--- src/cbm_defs.vh ---
/*
  constants for the code bank and data memory map block.
  assumes inclusion by bare name from plain verilog design files.
*/
// What this block does
// - bank zero always sits at program addresses 0x0000 to 0x7FFF
// - selected upper bank sits at program addresses 0x8000 to 0xFFFF
// - fetches at 0x8000 and up use fetch bank field bits 1:0
// - fetch bank field changes only from code running in bank zero
// - constant reads and flash writes up high use constant bank bits 5:4
// - reserved bits 7:6 and 3:2 read zero; software writes zeros
// - on 128 kB parts bank three 0xFC00 to 0xFFFF is reserved
// - code reads hit flash; external writes hit expansion RAM or flash
// - 256 bytes internal RAM; lower 128 reached directly or indirectly
// - direct access above 0x7F goes to special function registers
// - indirect access above 0x7F goes to separate upper RAM
// - 0x00 to 0x1F are four register banks chosen by status bits 3,4
// - bank select 00..11 maps registers to 0x00, 0x08, 0x10, 0x18
// - indirect pointers come from registers zero and one of active bank
// - bytes 0x20 to 0x2F form bit addresses 0x00 to 0x7F, 8k+n
// - bit versus byte access chosen by operand type, not address
// - stack pointer marks last used; push writes at pointer+1 then bumps
// - reset loads stack pointer 0x07 so first push lands at 0x08
// - stack spans all 256 bytes and the pointer wraps
`ifndef CBM_DEFS_VH
`define CBM_DEFS_VH
`define CBM_BANK_SEL_ADDR   8'hF5
`define CBM_BANK_SEL_RESET  8'h11
`define CBM_BANK_SEL_MASK   8'h33
`define CBM_FETCH_LSB       0
`define CBM_CONST_LSB       4
`define CBM_UPPER_BIT       15
`define CBM_RESERVED_BASE   16'hFC00
`define CBM_SP_RESET        8'h07
`define CBM_BITREGION_BASE  8'h20
`define CBM_REGBANK_LSB     3
`define CBM_DIRECT_TOP      8'h7F
`endif

--- src/cbm_mem_map.v ---
/*
  code bank select register, program space translation and internal data
  memory decode with register banks, bit region and stack pointer.
  assumes the core presents one data operation per cycle on plain
  synchronous inputs; special function register data comes from outside.
*/
`include "cbm_defs.vh"
module cbm_mem_map #(
  parameter BIG_FLASH = 1'b1
) (
  input  wire        core_clk,
  input  wire        nrst,
  // special function register port of the bank select register
  input  wire        sfrWr,
  input  wire [7:0]  sfrAddr,
  input  wire [7:0]  sfrWdata,
  input  wire [15:0] curPc,
  output reg  [7:0]  sfrRdata,
  output reg         sfrRdHit,
  // program space
  input  wire        fetchReq,
  input  wire [15:0] fetchAddr,
  input  wire        constReq,
  input  wire        constIsWrite,
  input  wire [15:0] constAddr,
  input  wire        xmoveToFlash,
  output reg  [16:0] flashAddr,
  output reg         flashReserved,
  output reg         flashWrite,
  output reg         xramWrite,
  // internal data operation
  input  wire        dataReq,
  input  wire [2:0]  dataOp,
  input  wire [7:0]  dataAddr,
  input  wire        dataIndirect,
  input  wire        dataIsBit,
  input  wire [7:0]  dataWdata,
  input  wire [1:0]  regBankSel,
  output reg  [7:0]  dataRdata,
  output reg         sfrSelect,
  output reg  [7:0]  sfrDataAddr,
  output reg  [7:0]  stackPointer,
  output reg  [7:0]  codeBankSelReg
);
  // data operation codes
  localparam OP_READ = 3'd0;
  localparam OP_WRITE = 3'd1;
  localparam OP_PUSH = 3'd2;
  localparam OP_POP = 3'd3;
  localparam OP_SETSP = 3'd4;

  function [16:0] bankAddr;
    input [15:0] a;
    input [1:0]  bank;
    begin
      if (!a[`CBM_UPPER_BIT])
        bankAddr = {2'b00, a[14:0]};
      else
        bankAddr = {bank, a[14:0]};
    end
  endfunction

  wire [1:0] fetchBankField = codeBankSelReg[`CBM_FETCH_LSB +: 2];
  wire [1:0] constantBankField = codeBankSelReg[`CBM_CONST_LSB +: 2];
  // pc below 0x8000 means code runs from bank zero
  wire inBankZero = ~curPc[`CBM_UPPER_BIT] | (fetchBankField == 2'b00);

  // bank select register
  always @(posedge core_clk or negedge nrst) begin
    if (!nrst) begin
      codeBankSelReg <= `CBM_BANK_SEL_RESET;
    end else if (sfrWr && sfrAddr == `CBM_BANK_SEL_ADDR) begin
      codeBankSelReg[5:4] <= sfrWdata[5:4];
      if (inBankZero)
        codeBankSelReg[1:0] <= sfrWdata[1:0];
      codeBankSelReg[7:6] <= 2'b00;
      codeBankSelReg[3:2] <= 2'b00;
    end
  end

  always @(posedge core_clk or negedge nrst) begin
    if (!nrst) begin
      sfrRdata <= 8'h00;
      sfrRdHit <= 1'b0;
    end else begin
      sfrRdHit <= (sfrAddr == `CBM_BANK_SEL_ADDR);
      sfrRdata <= (sfrAddr == `CBM_BANK_SEL_ADDR) ?
                  (codeBankSelReg & `CBM_BANK_SEL_MASK) : 8'h00;
    end
  end

  // program space translation; fetch wins when both request
  reg [16:0] next_flashAddr;
  reg [15:0] selAddr;
  reg [1:0]  selBank;
  always @* begin
    selAddr = constAddr;
    selBank = constantBankField;
    if (fetchReq) begin
      selAddr = fetchAddr;
      selBank = fetchBankField;
    end
    next_flashAddr = bankAddr(selAddr, selBank);
  end

  always @(posedge core_clk or negedge nrst) begin
    if (!nrst) begin
      flashAddr <= 17'h00000;
      flashReserved <= 1'b0;
      flashWrite <= 1'b0;
      xramWrite <= 1'b0;
    end else begin
      flashAddr <= next_flashAddr;
      // top of bank three is unusable on the large part
      flashReserved <= BIG_FLASH && (fetchReq || constReq) &&
                       next_flashAddr[16:15] == 2'b11 &&
                       selAddr >= `CBM_RESERVED_BASE;
      // code reads always flash; external writes only when redirected
      flashWrite <= constReq && constIsWrite && xmoveToFlash &&
                    !fetchReq;
      xramWrite <= constReq && constIsWrite && !xmoveToFlash &&
                   !fetchReq;
    end
  end

  // data space decode
  wire [7:0] ramRdA;
  wire [7:0] ramRdB;
  reg        ramWe;
  reg  [7:0] ramWa;
  reg  [7:0] ramWd;
  reg  [7:0] rdAddr;
  reg  [7:0] ptrRegAddr;
  reg  [7:0] effAddr;
  reg  [7:0] next_sp;
  reg        toSfr;
  reg  [7:0] bitByte;

  always @* begin
    // pointer register zero or one of the active bank
    ptrRegAddr = {3'b000, regBankSel, 2'b00, dataAddr[0]};
    // bit form: byte 0x20+k, bit n
    bitByte = `CBM_BITREGION_BASE + {4'h0, dataAddr[6:3]};
    if (dataIndirect)
      effAddr = ramRdB;
    else if (dataIsBit)
      effAddr = bitByte;
    else
      effAddr = dataAddr;
    toSfr = !dataIndirect && !dataIsBit &&
            dataAddr > `CBM_DIRECT_TOP;
    next_sp = stackPointer;
    ramWe = 1'b0;
    ramWa = effAddr;
    ramWd = dataWdata;
    rdAddr = effAddr;
    if (dataReq) begin
      case (dataOp)
        OP_WRITE: begin
          ramWe = !toSfr;
          if (dataIsBit) begin
            ramWd = ramRdA;
            ramWd[dataAddr[2:0]] = dataWdata[0];
          end
        end
        OP_PUSH: begin
          // stack wraps in 256 bytes, always indirect-style
          ramWa = stackPointer + 8'h01;
          next_sp = stackPointer + 8'h01;
          ramWe = 1'b1;
        end
        OP_POP: begin
          rdAddr = stackPointer;
          next_sp = stackPointer - 8'h01;
        end
        OP_SETSP: next_sp = dataWdata;
        default: ;
      endcase
    end
  end

  cbm_ram #(
    .DEPTH (256),
    .AW    (8)
  ) u_ram (
    .core_clk (core_clk),
    .nrst     (nrst),
    .wrEn     (ramWe),
    .wrAddr   (ramWa),
    .wrData   (ramWd),
    .rdAddrA  (rdAddr),
    .rdDataA  (ramRdA),
    .rdAddrB  (ptrRegAddr),
    .rdDataB  (ramRdB)
  );

  always @(posedge core_clk or negedge nrst) begin
    if (!nrst) begin
      stackPointer <= `CBM_SP_RESET;
      dataRdata <= 8'h00;
      sfrSelect <= 1'b0;
      sfrDataAddr <= 8'h00;
    end else begin
      stackPointer <= next_sp;
      sfrSelect <= dataReq && toSfr &&
                   (dataOp == OP_READ || dataOp == OP_WRITE);
      sfrDataAddr <= dataAddr;
      if (dataReq && dataIsBit && dataOp == OP_READ)
        dataRdata <= {7'h00, ramRdA[dataAddr[2:0]]};
      else
        dataRdata <= ramRdA;
    end
  end
endmodule // cbm_mem_map

--- src/cbm_ram.v ---
/*
  internal ram of the data space, flip-flop storage with one write port
  and two combinational read ports.
  assumes a single clock and asynchronous active-low reset.
*/
module cbm_ram #(
  parameter DEPTH = 256,
  parameter AW    = 8
) (
  input  wire          core_clk,
  input  wire          nrst,
  input  wire          wrEn,
  input  wire [AW-1:0] wrAddr,
  input  wire [7:0]    wrData,
  input  wire [AW-1:0] rdAddrA,
  output wire [7:0]    rdDataA,
  input  wire [AW-1:0] rdAddrB,
  output wire [7:0]    rdDataB
);
  reg [7:0] mem [0:DEPTH-1];
  genvar i;
  generate
    for (i = 0; i < DEPTH; i = i + 1) begin : g_cell
      // index held at the port's width so the compare is exact
      localparam [AW-1:0] CELL_IDX = i;
      always @(posedge core_clk or negedge nrst) begin
        if (!nrst)
          mem[i] <= 8'h00;
        else if (wrEn && wrAddr == CELL_IDX)
          mem[i] <= wrData;
      end
    end
  endgenerate
  assign rdDataA = mem[rdAddrA];
  assign rdDataB = mem[rdAddrB];
endmodule // cbm_ram

--- config.mk ---
export PLATFORM = sky130hd
export DESIGN_NAME = cbm_mem_map
export DESIGN_NICKNAME = d
export VERILOG_FILES = /design/src/cbm_mem_map.v /design/src/cbm_ram.v
export VERILOG_INCLUDE_DIRS = /design/src
export SDC_FILE = /design/constraint.sdc
export NUM_CORES = 2
export LEC_CHECK = 0
export ABC_AREA = 1
export BUFFER_PORTS_ARGS = -buffer_cell sky130_fd_sc_hd__buf_4
export CAP_MARGIN = 10
export CORE_UTILIZATION = 50
export CTS_CLUSTER_SIZE = 24
export DETAILED_ROUTE_END_ITERATION = 10
export GPL_ROUTABILITY_DRIVEN = 0
export MAX_ROUTING_LAYER = met4
export PLACE_DENSITY_LB_ADDON = 0.1
export SYNTH_ARGS = -nofsm -noshare
export SYNTH_HDL_FRONTEND = slang
export SYNTH_SLANG_ARGS = --single-unit
--- constraint.sdc ---
create_clock -name core_clk -period 3.2 [get_ports core_clk]
set_input_delay 0.32 -clock core_clk [delete_from_list [all_inputs] [get_ports core_clk]]
set_output_delay 0.32 -clock core_clk [all_outputs]
set_load 0.05 [all_outputs]
=== Yosys cells after proc, flatten, opt, wreduce, memory -nomap -nowiden ===
Index checks and enable logic that the tools add are counted.

* $add $sub $neg: 3
* Order comparisons: 6
* Equal/unequal tests: 261
* Multiplexer cells: 28
* Bitwise logic cells: 4
* Reduce and logical (&&, ||, !) cells: 284

{| class="wikitable"
|+ Operators by type and width
! kind !! number
|-
| $eq A8 B8 Y1 const B || 129
|-
| $eq A8 B7 Y1 const B || 64
|-
| $logic_and A1 B1 Y1 || 271
|-
| $eq A8 B6 Y1 const B || 32
|-
| $bmux W8 S8 || 2
|-
| $eq A8 B5 Y1 const B || 16
|-
| $mux W8 || 14
|-
| $eq A8 B4 Y1 const B || 8
|-
| $eq A8 B3 Y1 const B || 4
|-
| $pmux W8 S3 || 1
|-
| $ge A9 B9 Y1 const B || 2
|-
| $mux W17 || 1
|-
| $eq A8 B2 Y1 const B || 2
|-
| $ge A16 B16 Y1 const B || 1
|-
| $mux W16 || 1
|-
| $not A5 Y9 || 1
|-
| $not A8 Y9 || 1
|-
| $add A8 B1 Y8 const B || 1
|-
| $bwmux W8 || 1
|-
| $eq A8 B1 Y1 const B || 1
|-
| $gt A8 B7 Y1 const B || 1
|-
| $logic_not A8 Y1 || 1
|-
| $sub A8 B1 Y8 const B || 1
|-
| $add A6 B4 Y7 const A || 1
|-
| 20 further kinds || 29
|}

* Bits in registers: 2,104
* Input bits: 95
* Output and inout bits: 62
* Logic and storage cells: 854

=== Logic depth before layout (Yosys ltp) ===
* Depth in word-level cells: 15
* Depth in mapped cells: 30
* Mapped depth without buffers: 24

=== Cells and area by module ===
From an unflattened synthesis, not the netlist that was laid out.

* Cell total of the unflattened synthesis: 16,558
* Area total of the unflattened synthesis: 115,371.9 µm²

{| class="wikitable"
|+ By module, submodules not included
! module !! instances !! cells an instance !! area an instance (µm²) !! sequential area each (µm²)
|-
| cbm_ram || 1 || 16,128 || 112,267.7 || 51,249.2
|-
| cbm_mem_map || 1 || 430 || 3,104.2 || 1,357.6
|}

=== Worst setup path before layout ===
OpenSTA, ideal clock, no wires.

* Kind: reg-to-reg
* Start: register stackPointer[0]
* End: register u_ram.mem[1400] (netlist bit)
* Library setup time: 0.119 ns
* Arrival: 2.906 ns
* Data required time: 3.081 ns
* Setup slack: 0.175 ns
* Stages on the path, launching flop included: 20
* Path buffers: 6
* Period minus slack after synthesis: 3.025 ns
* Cell sequence: dfstp_2 -> inv_1 -> nand3_1 -> nand2_4 -> buf_6 -> buf_6 -> buf_4 -> buf_2 -> o21ai_0 -> o211ai_1 -> o211ai_1 -> nand3_1 -> nand3_1 -> nand3_1 -> nand3_1 -> nand3_2 -> buf_4 -> buf_2 -> nand3_1 -> nand2_1

* Cells in the longest elaborated chain, start to end: 10
* Elaborated cells on any way between the ends: 15
* Those cells by class: add/sub: 1; eq/ne: 1; mux: 11; bitwise: 1; reduce/logical: 1

{| class="wikitable"
|+ Ends and longest elaborated chain
! item !! line !! text
|-
| start, declared || cbm_mem_map.v:42 || <nowiki>output reg [7:0] stackPointer,</nowiki>
|-
| start signal, assigned || cbm_mem_map.v:199 || <nowiki>stackPointer <= `CBM_SP_RESET;</nowiki>
|-
| start signal, assigned || cbm_mem_map.v:204 || <nowiki>stackPointer <= next_sp;</nowiki>
|-
| $mux W8 || cbm_mem_map.v:158 || <nowiki>case (dataOp)</nowiki>
|-
| $mux W8 || cbm_mem_map.v:157 || <nowiki>if (dataReq) begin</nowiki>
|-
| $not A8 Y9 (implied by the code) || cbm_ram.v:34 || <nowiki>assign rdDataA = mem[rdAddrA];</nowiki>
|-
| $bmux W8 S8 || cbm_ram.v:34 ||
|-
| $mux W8 (implied by the code) (2 in series) || cbm_ram.v:34 ||
|-
| $bwmux W8 || cbm_mem_map.v:163 || <nowiki>ramWd[dataAddr[2:0]] = dataWdata[0];</nowiki>
|-
| $mux W8 || cbm_mem_map.v:161 || <nowiki>if (dataIsBit) begin</nowiki>
|-
| $mux W8 || cbm_mem_map.v:158 ||
|-
| $mux W8 || cbm_mem_map.v:157 ||
|-
| end signal, assigned by index || cbm_ram.v:30 || <nowiki>mem[i] <= wrData;</nowiki>
|-
| end, declared || cbm_ram.v:20 || <nowiki>reg [7:0] mem [0:DEPTH-1];</nowiki>
|}

Several ways; a longest one is shown, not always the timed one. The select of a mux whose other input is x is not followed.
A chain may end at the register's enable or synchronous reset.

=== Worst setup path in the final report ===
* Start: register u_ram.mem[1912] (netlist bit)
* End: register u_ram.mem[392] (netlist bit)

* Cells in the longest elaborated chain, start to end: 14
* Elaborated cells on any way between the ends: 18
* Those cells by class: eq/ne: 1; mux: 15; bitwise: 1; reduce/logical: 1

{| class="wikitable"
|+ Ends and longest elaborated chain
! item !! line !! text
|-
| $bmux W8 S8 || cbm_ram.v:35 || <nowiki>assign rdDataB = mem[rdAddrB];</nowiki>
|-
| $mux W8 (implied by the code) (2 in series) || cbm_ram.v:35 ||
|-
| $mux W8 || cbm_mem_map.v:144 || <nowiki>if (dataIndirect)</nowiki>
|-
| $mux W8 || cbm_mem_map.v:158 ||
|-
| $mux W8 || cbm_mem_map.v:157 ||
|-
| $not A8 Y9 (implied by the code) || cbm_ram.v:34 ||
|-
| $bmux W8 S8 || cbm_ram.v:34 ||
|-
| $mux W8 (implied by the code) (2 in series) || cbm_ram.v:34 ||
|-
| $bwmux W8 || cbm_mem_map.v:163 ||
|-
| $mux W8 || cbm_mem_map.v:161 ||
|-
| $mux W8 || cbm_mem_map.v:158 ||
|-
| $mux W8 || cbm_mem_map.v:157 ||
|}

Several ways; a longest one is shown, not always the timed one. The select of a mux whose other input is x is not followed.

==> impl_metrics.py <==
metrics = {
    "critical_path": {
        "crit_type": "reg2reg",
        "path_cells": "inv_1 -> nand2_1 -> nand3_1 -> nand3_2 -> nand3_2 -> nand3_4 -> nand2_8 -> buf_16 -> buf_4 -> bufbuf_16 -> nand2_1 -> o211ai_1 -> o21ai_0 -> o211ai_1 -> nand3_1 -> nand3_2 -> nand3_4 -> nand3_2 -> buf_6 -> nand3_4 -> clkbuf_16 -> buf_16 -> nand3_2 -> nand2_1",
        "crit_slowest_cell": "dfrtp_1",
        "slowest_delay_ns": 0.38,
        "cp_max_fo": 25,
        "cpMostUsedCell": "nand3_2",
        "end_kind": "flip-flop",
        "required_ns": 3.94,
        "critPathArrivalTime_ns": 4.79,
        "cp-start-kind": "flip-flop",
    },
    "placement": {
        "place_ws_ns": -1.23,
        "io_buffer_count": 129,
        "hpwl_um": 259000,
    },
    "global_route": {
        "antenna_found_initial": 7,
        "grt_pass1_vias": 99047,
        "grt_usage_pct": 38.9,
        "grt_overflow": 0,
        "grt_max_degree": 155,
        "grt_pass1_wl_um": 609000,
    },
    "logic_synthesis": {
        "netlist_top_cells_count": "nand2_1, nand3_1, dfrtp_1",
        "synth_edf_count": 0,
        "synthesis.instances": 14062,
        "synth.distinct_cells": 46,
        "yosysMostFrequentCell": "nand2_1",
        "async_flop_share_pct": 100,
        "synth_warnings": 0,
        "seq_area_frac_synth_pct": 50.6,
        "syn_area_um2": 104000,
        "ys_ff_latch": 2102,
        "syn_area_per_cell_um2": 7.39,
        "yosys.area.top_type_share_pct": 50.5,
        "synthTopCellsByArea": "dfrtp_1, nand2_1, nand3_1",
        "yosysTopAreaCell": "dfrtp_1",
        "synthFlopType": "dfrtp_1",
    },
    "route": {
        "drtIter0Drc": 14870,
        "drt-wirelength-per-cell_um": 23.4,
        "drc": 0,
        "via_per_inst": 5.84,
        "vias": 104487,
        "wl_um": 419000,
        "postRouteAntennaNets": 0,
        "dr.pass1.iters": 6,
    },
    "floorplanning": {
        "dieArea_um2": 210000,
        "pin_count": 157,
        "start_util_pct": 50.3,
        "die_y_um": 458,
        "core_um2": 207000,
        "rows": 167,
        "die_x_um": 458,
    },
    "min_path": {
        "hp-class": "in2async",
    },
    "layout": {
        "fill_cells": 17655,
        "multiInputGateArea_um2": 47100,
        "register_area_um2": 52600,
        "drive_above_1_share_pct": 15.3,
        "final_nets": 15103,
        "syn_to_final_growth_pct": 25.5,
    },
    "power": {
        "p_int_uw": 48600,
        "combinationalPowerShare_pct": 19.9,
        "total_leakage_power_uw": 0.0674,
        "powerDensity_nw_per_um2": 534,
        "p_switching_uw": 21100,
        "p_seq_share_pct": 40.0,
        "switching_share_pct": 30.3,
        "peakVddDrop_mv": 0.584,
        "power_frac_clock_pct": 40.1,
    },
    "sta": {
        "fin_worst_skew_ns": 0.0532,
        "period_minus_slack_ns": 4.05,
        "rsz0062_at_grt": "yes",
        "hold_viol": 0,
        "fin_ws_ns": -0.847,
        "period_share_pct": 126,
        "fmax_mhz": 247,
        "slew_headroom_pct": 25.1,
        "final_max_slew_viol_count": 0,
        "setup_viol": 2056,
        "tightest_slew_ns": 1.12,
        "fin_hold_ws_ns": 0.0239,
    },
    "clock_network": {
        "path_clk_slew_ns": 0.07,
        "cts_tree": "yes",
        "cts_made_buffers": 227,
        "cts_buffer_depth": 3,
        "htreeDepth": 4,
        "clock_latency_ns": 0.90,
        "cts_root_buffer": "clkbuf_16",
        "cts_sinks": 2102,
    },
    "outcome": {
        "status": "complete, but fails checks",
        "violations": "negative setup slack",
    },
    "flow_run": {
        "drv_cap": 0,
    },
}
-- kinds of logic after synthesis --
logic type	Yosys count	share of synthesized area, %
muxes	17	0.184
DFF	2102	50.6
xor gates and xnor gates	4	0.0337
adders and majority gates	2	0.0241
AOI/OAI and AO/OA	400	2.33
other	1	0.00361
buffers and inverters	1223	5.72
and+or+nand+nor	10313	41.1
-- final timing paths --
check | endpoint | from | cells past startpoint | slack, ns
setup / recovery | u_ram.mem[392] | u_ram.mem[1912] | 24 | -0.85
setup reg to reg | u_ram.mem[392] | u_ram.mem[1912] | 24 | -0.85
hold reg to reg | u_ram.mem[1744] | u_ram.mem[1744] | 2 | 0.47
hold / removal | u_ram.mem[1351] | nrst | 2 | 0.02
min in group core_clk | sfrDataAddr[7] | dataAddr[7] | 2 | 0.11
max in group asynchronous | u_ram.mem[306] | nrst | 3 | 1.41
-- final cells by class --
cell class                      count  area share [%]
Clock inverter                     87           0.976
Sequential cell                  2102            40.3
Antenna cell                        6          0.0115
Multi-Input combinational cell  10744            36.1
Inverter                          433            1.26
Tap cell                         2704            2.59
Clock buffer                      331            5.05
Timing Repair Buffer             1498            13.7
-- power by group through the flow --
stage | clock network [uW] | registers (uW) | logic, uW
floorplan | 0 | 28500 | 5420
global placement | 0 | 28300 | 11400
detailed placement | 0 | 28300 | 11500
CTS | 28100 | 27800 | 12400
global route | 29200 | 27900 | 14400
finish | 27900 | 27900 | 13900
-- flip-flops by register name, summed over array words and instances, names as in the netlist --
register	cells
flashReserved	1
flashAddr	17
sfrRdHit	1
flashWrite	1
codeBankSelReg	4
sfrDataAddr	8
u_ram.mem	2048
sfrSelect	1
sfrRdata	4
stackPointer	8
dataRdata	8
xramWrite	1
-- critical path: cells and delay by family, from the launching register on --
kind	cells	cell delay [ns]
buf+inv	7	1.39
simple gates	14	1.62
compound gates	3	0.47
flops	1	0.38
-- repair_timing --
action,4_1_cts,5_1_grt
gates resized for setup,174,320
endpoints found under the hold margin,930,0
hold buffers,74,0
setup endpoints to repair,2056,2056
pin swaps,11,56
buffers inserted,31,52
cloned,30,65
-- stage by stage --
stage / setup TNS, ns / cells / power [uW] / util (%) / area, um2
2_1_floorplan: 0 / 14069 / 33900 / - / 104000
3_3_place_gp: -2212.44 / 17230 / 39700 / 56.2 / 116000
3_5_place_dp: -2293.14 / 17230 / 39800 / 56.2 / 116000
4_1_cts: -1343.75 / 17783 / 68400 / 61.4 / 127000
5_1_grt: -1564.57 / 17903 / 71400 / 63.1 / 131000
6_report: -1410.47 / 17905 / 69700 / 63.1 / 131000
-- cell usage in the layout (no fill, tap or decap), drive strengths merged, types with 2 or more instances in the layout --
cell	n
o22ai	18
xor2	4
o211ai	93
clkinv	54
nor2	300
diode	6
a21oi	25
buf	1352
a31oi	27
nand2	7616
o21ai	211
dfrtp	2097
dlygate4sd3	74
nor3	242
clkbuf	388
clkinvlp	7
nand3	2151
dfstp	5
inv	434
conb	8
bufbuf	15
o221ai	18
mux2	17
ha	2
bufinv	25
a32oi	2
-- layer usage --
layer  share of wire [%]  vias up  wire length [um]  global-route usage [%]
li1                    -    46426                 -                       -
met1                  39    50447            162000                    50.8
met2                  43     6339            182000                    56.3
met3                  11     1275             47700                    8.62
met4                 6.6        0             27600                    21.2
met5                   0        -                 0                       -
Note: power is estimated with default switching activity, not from simulation.
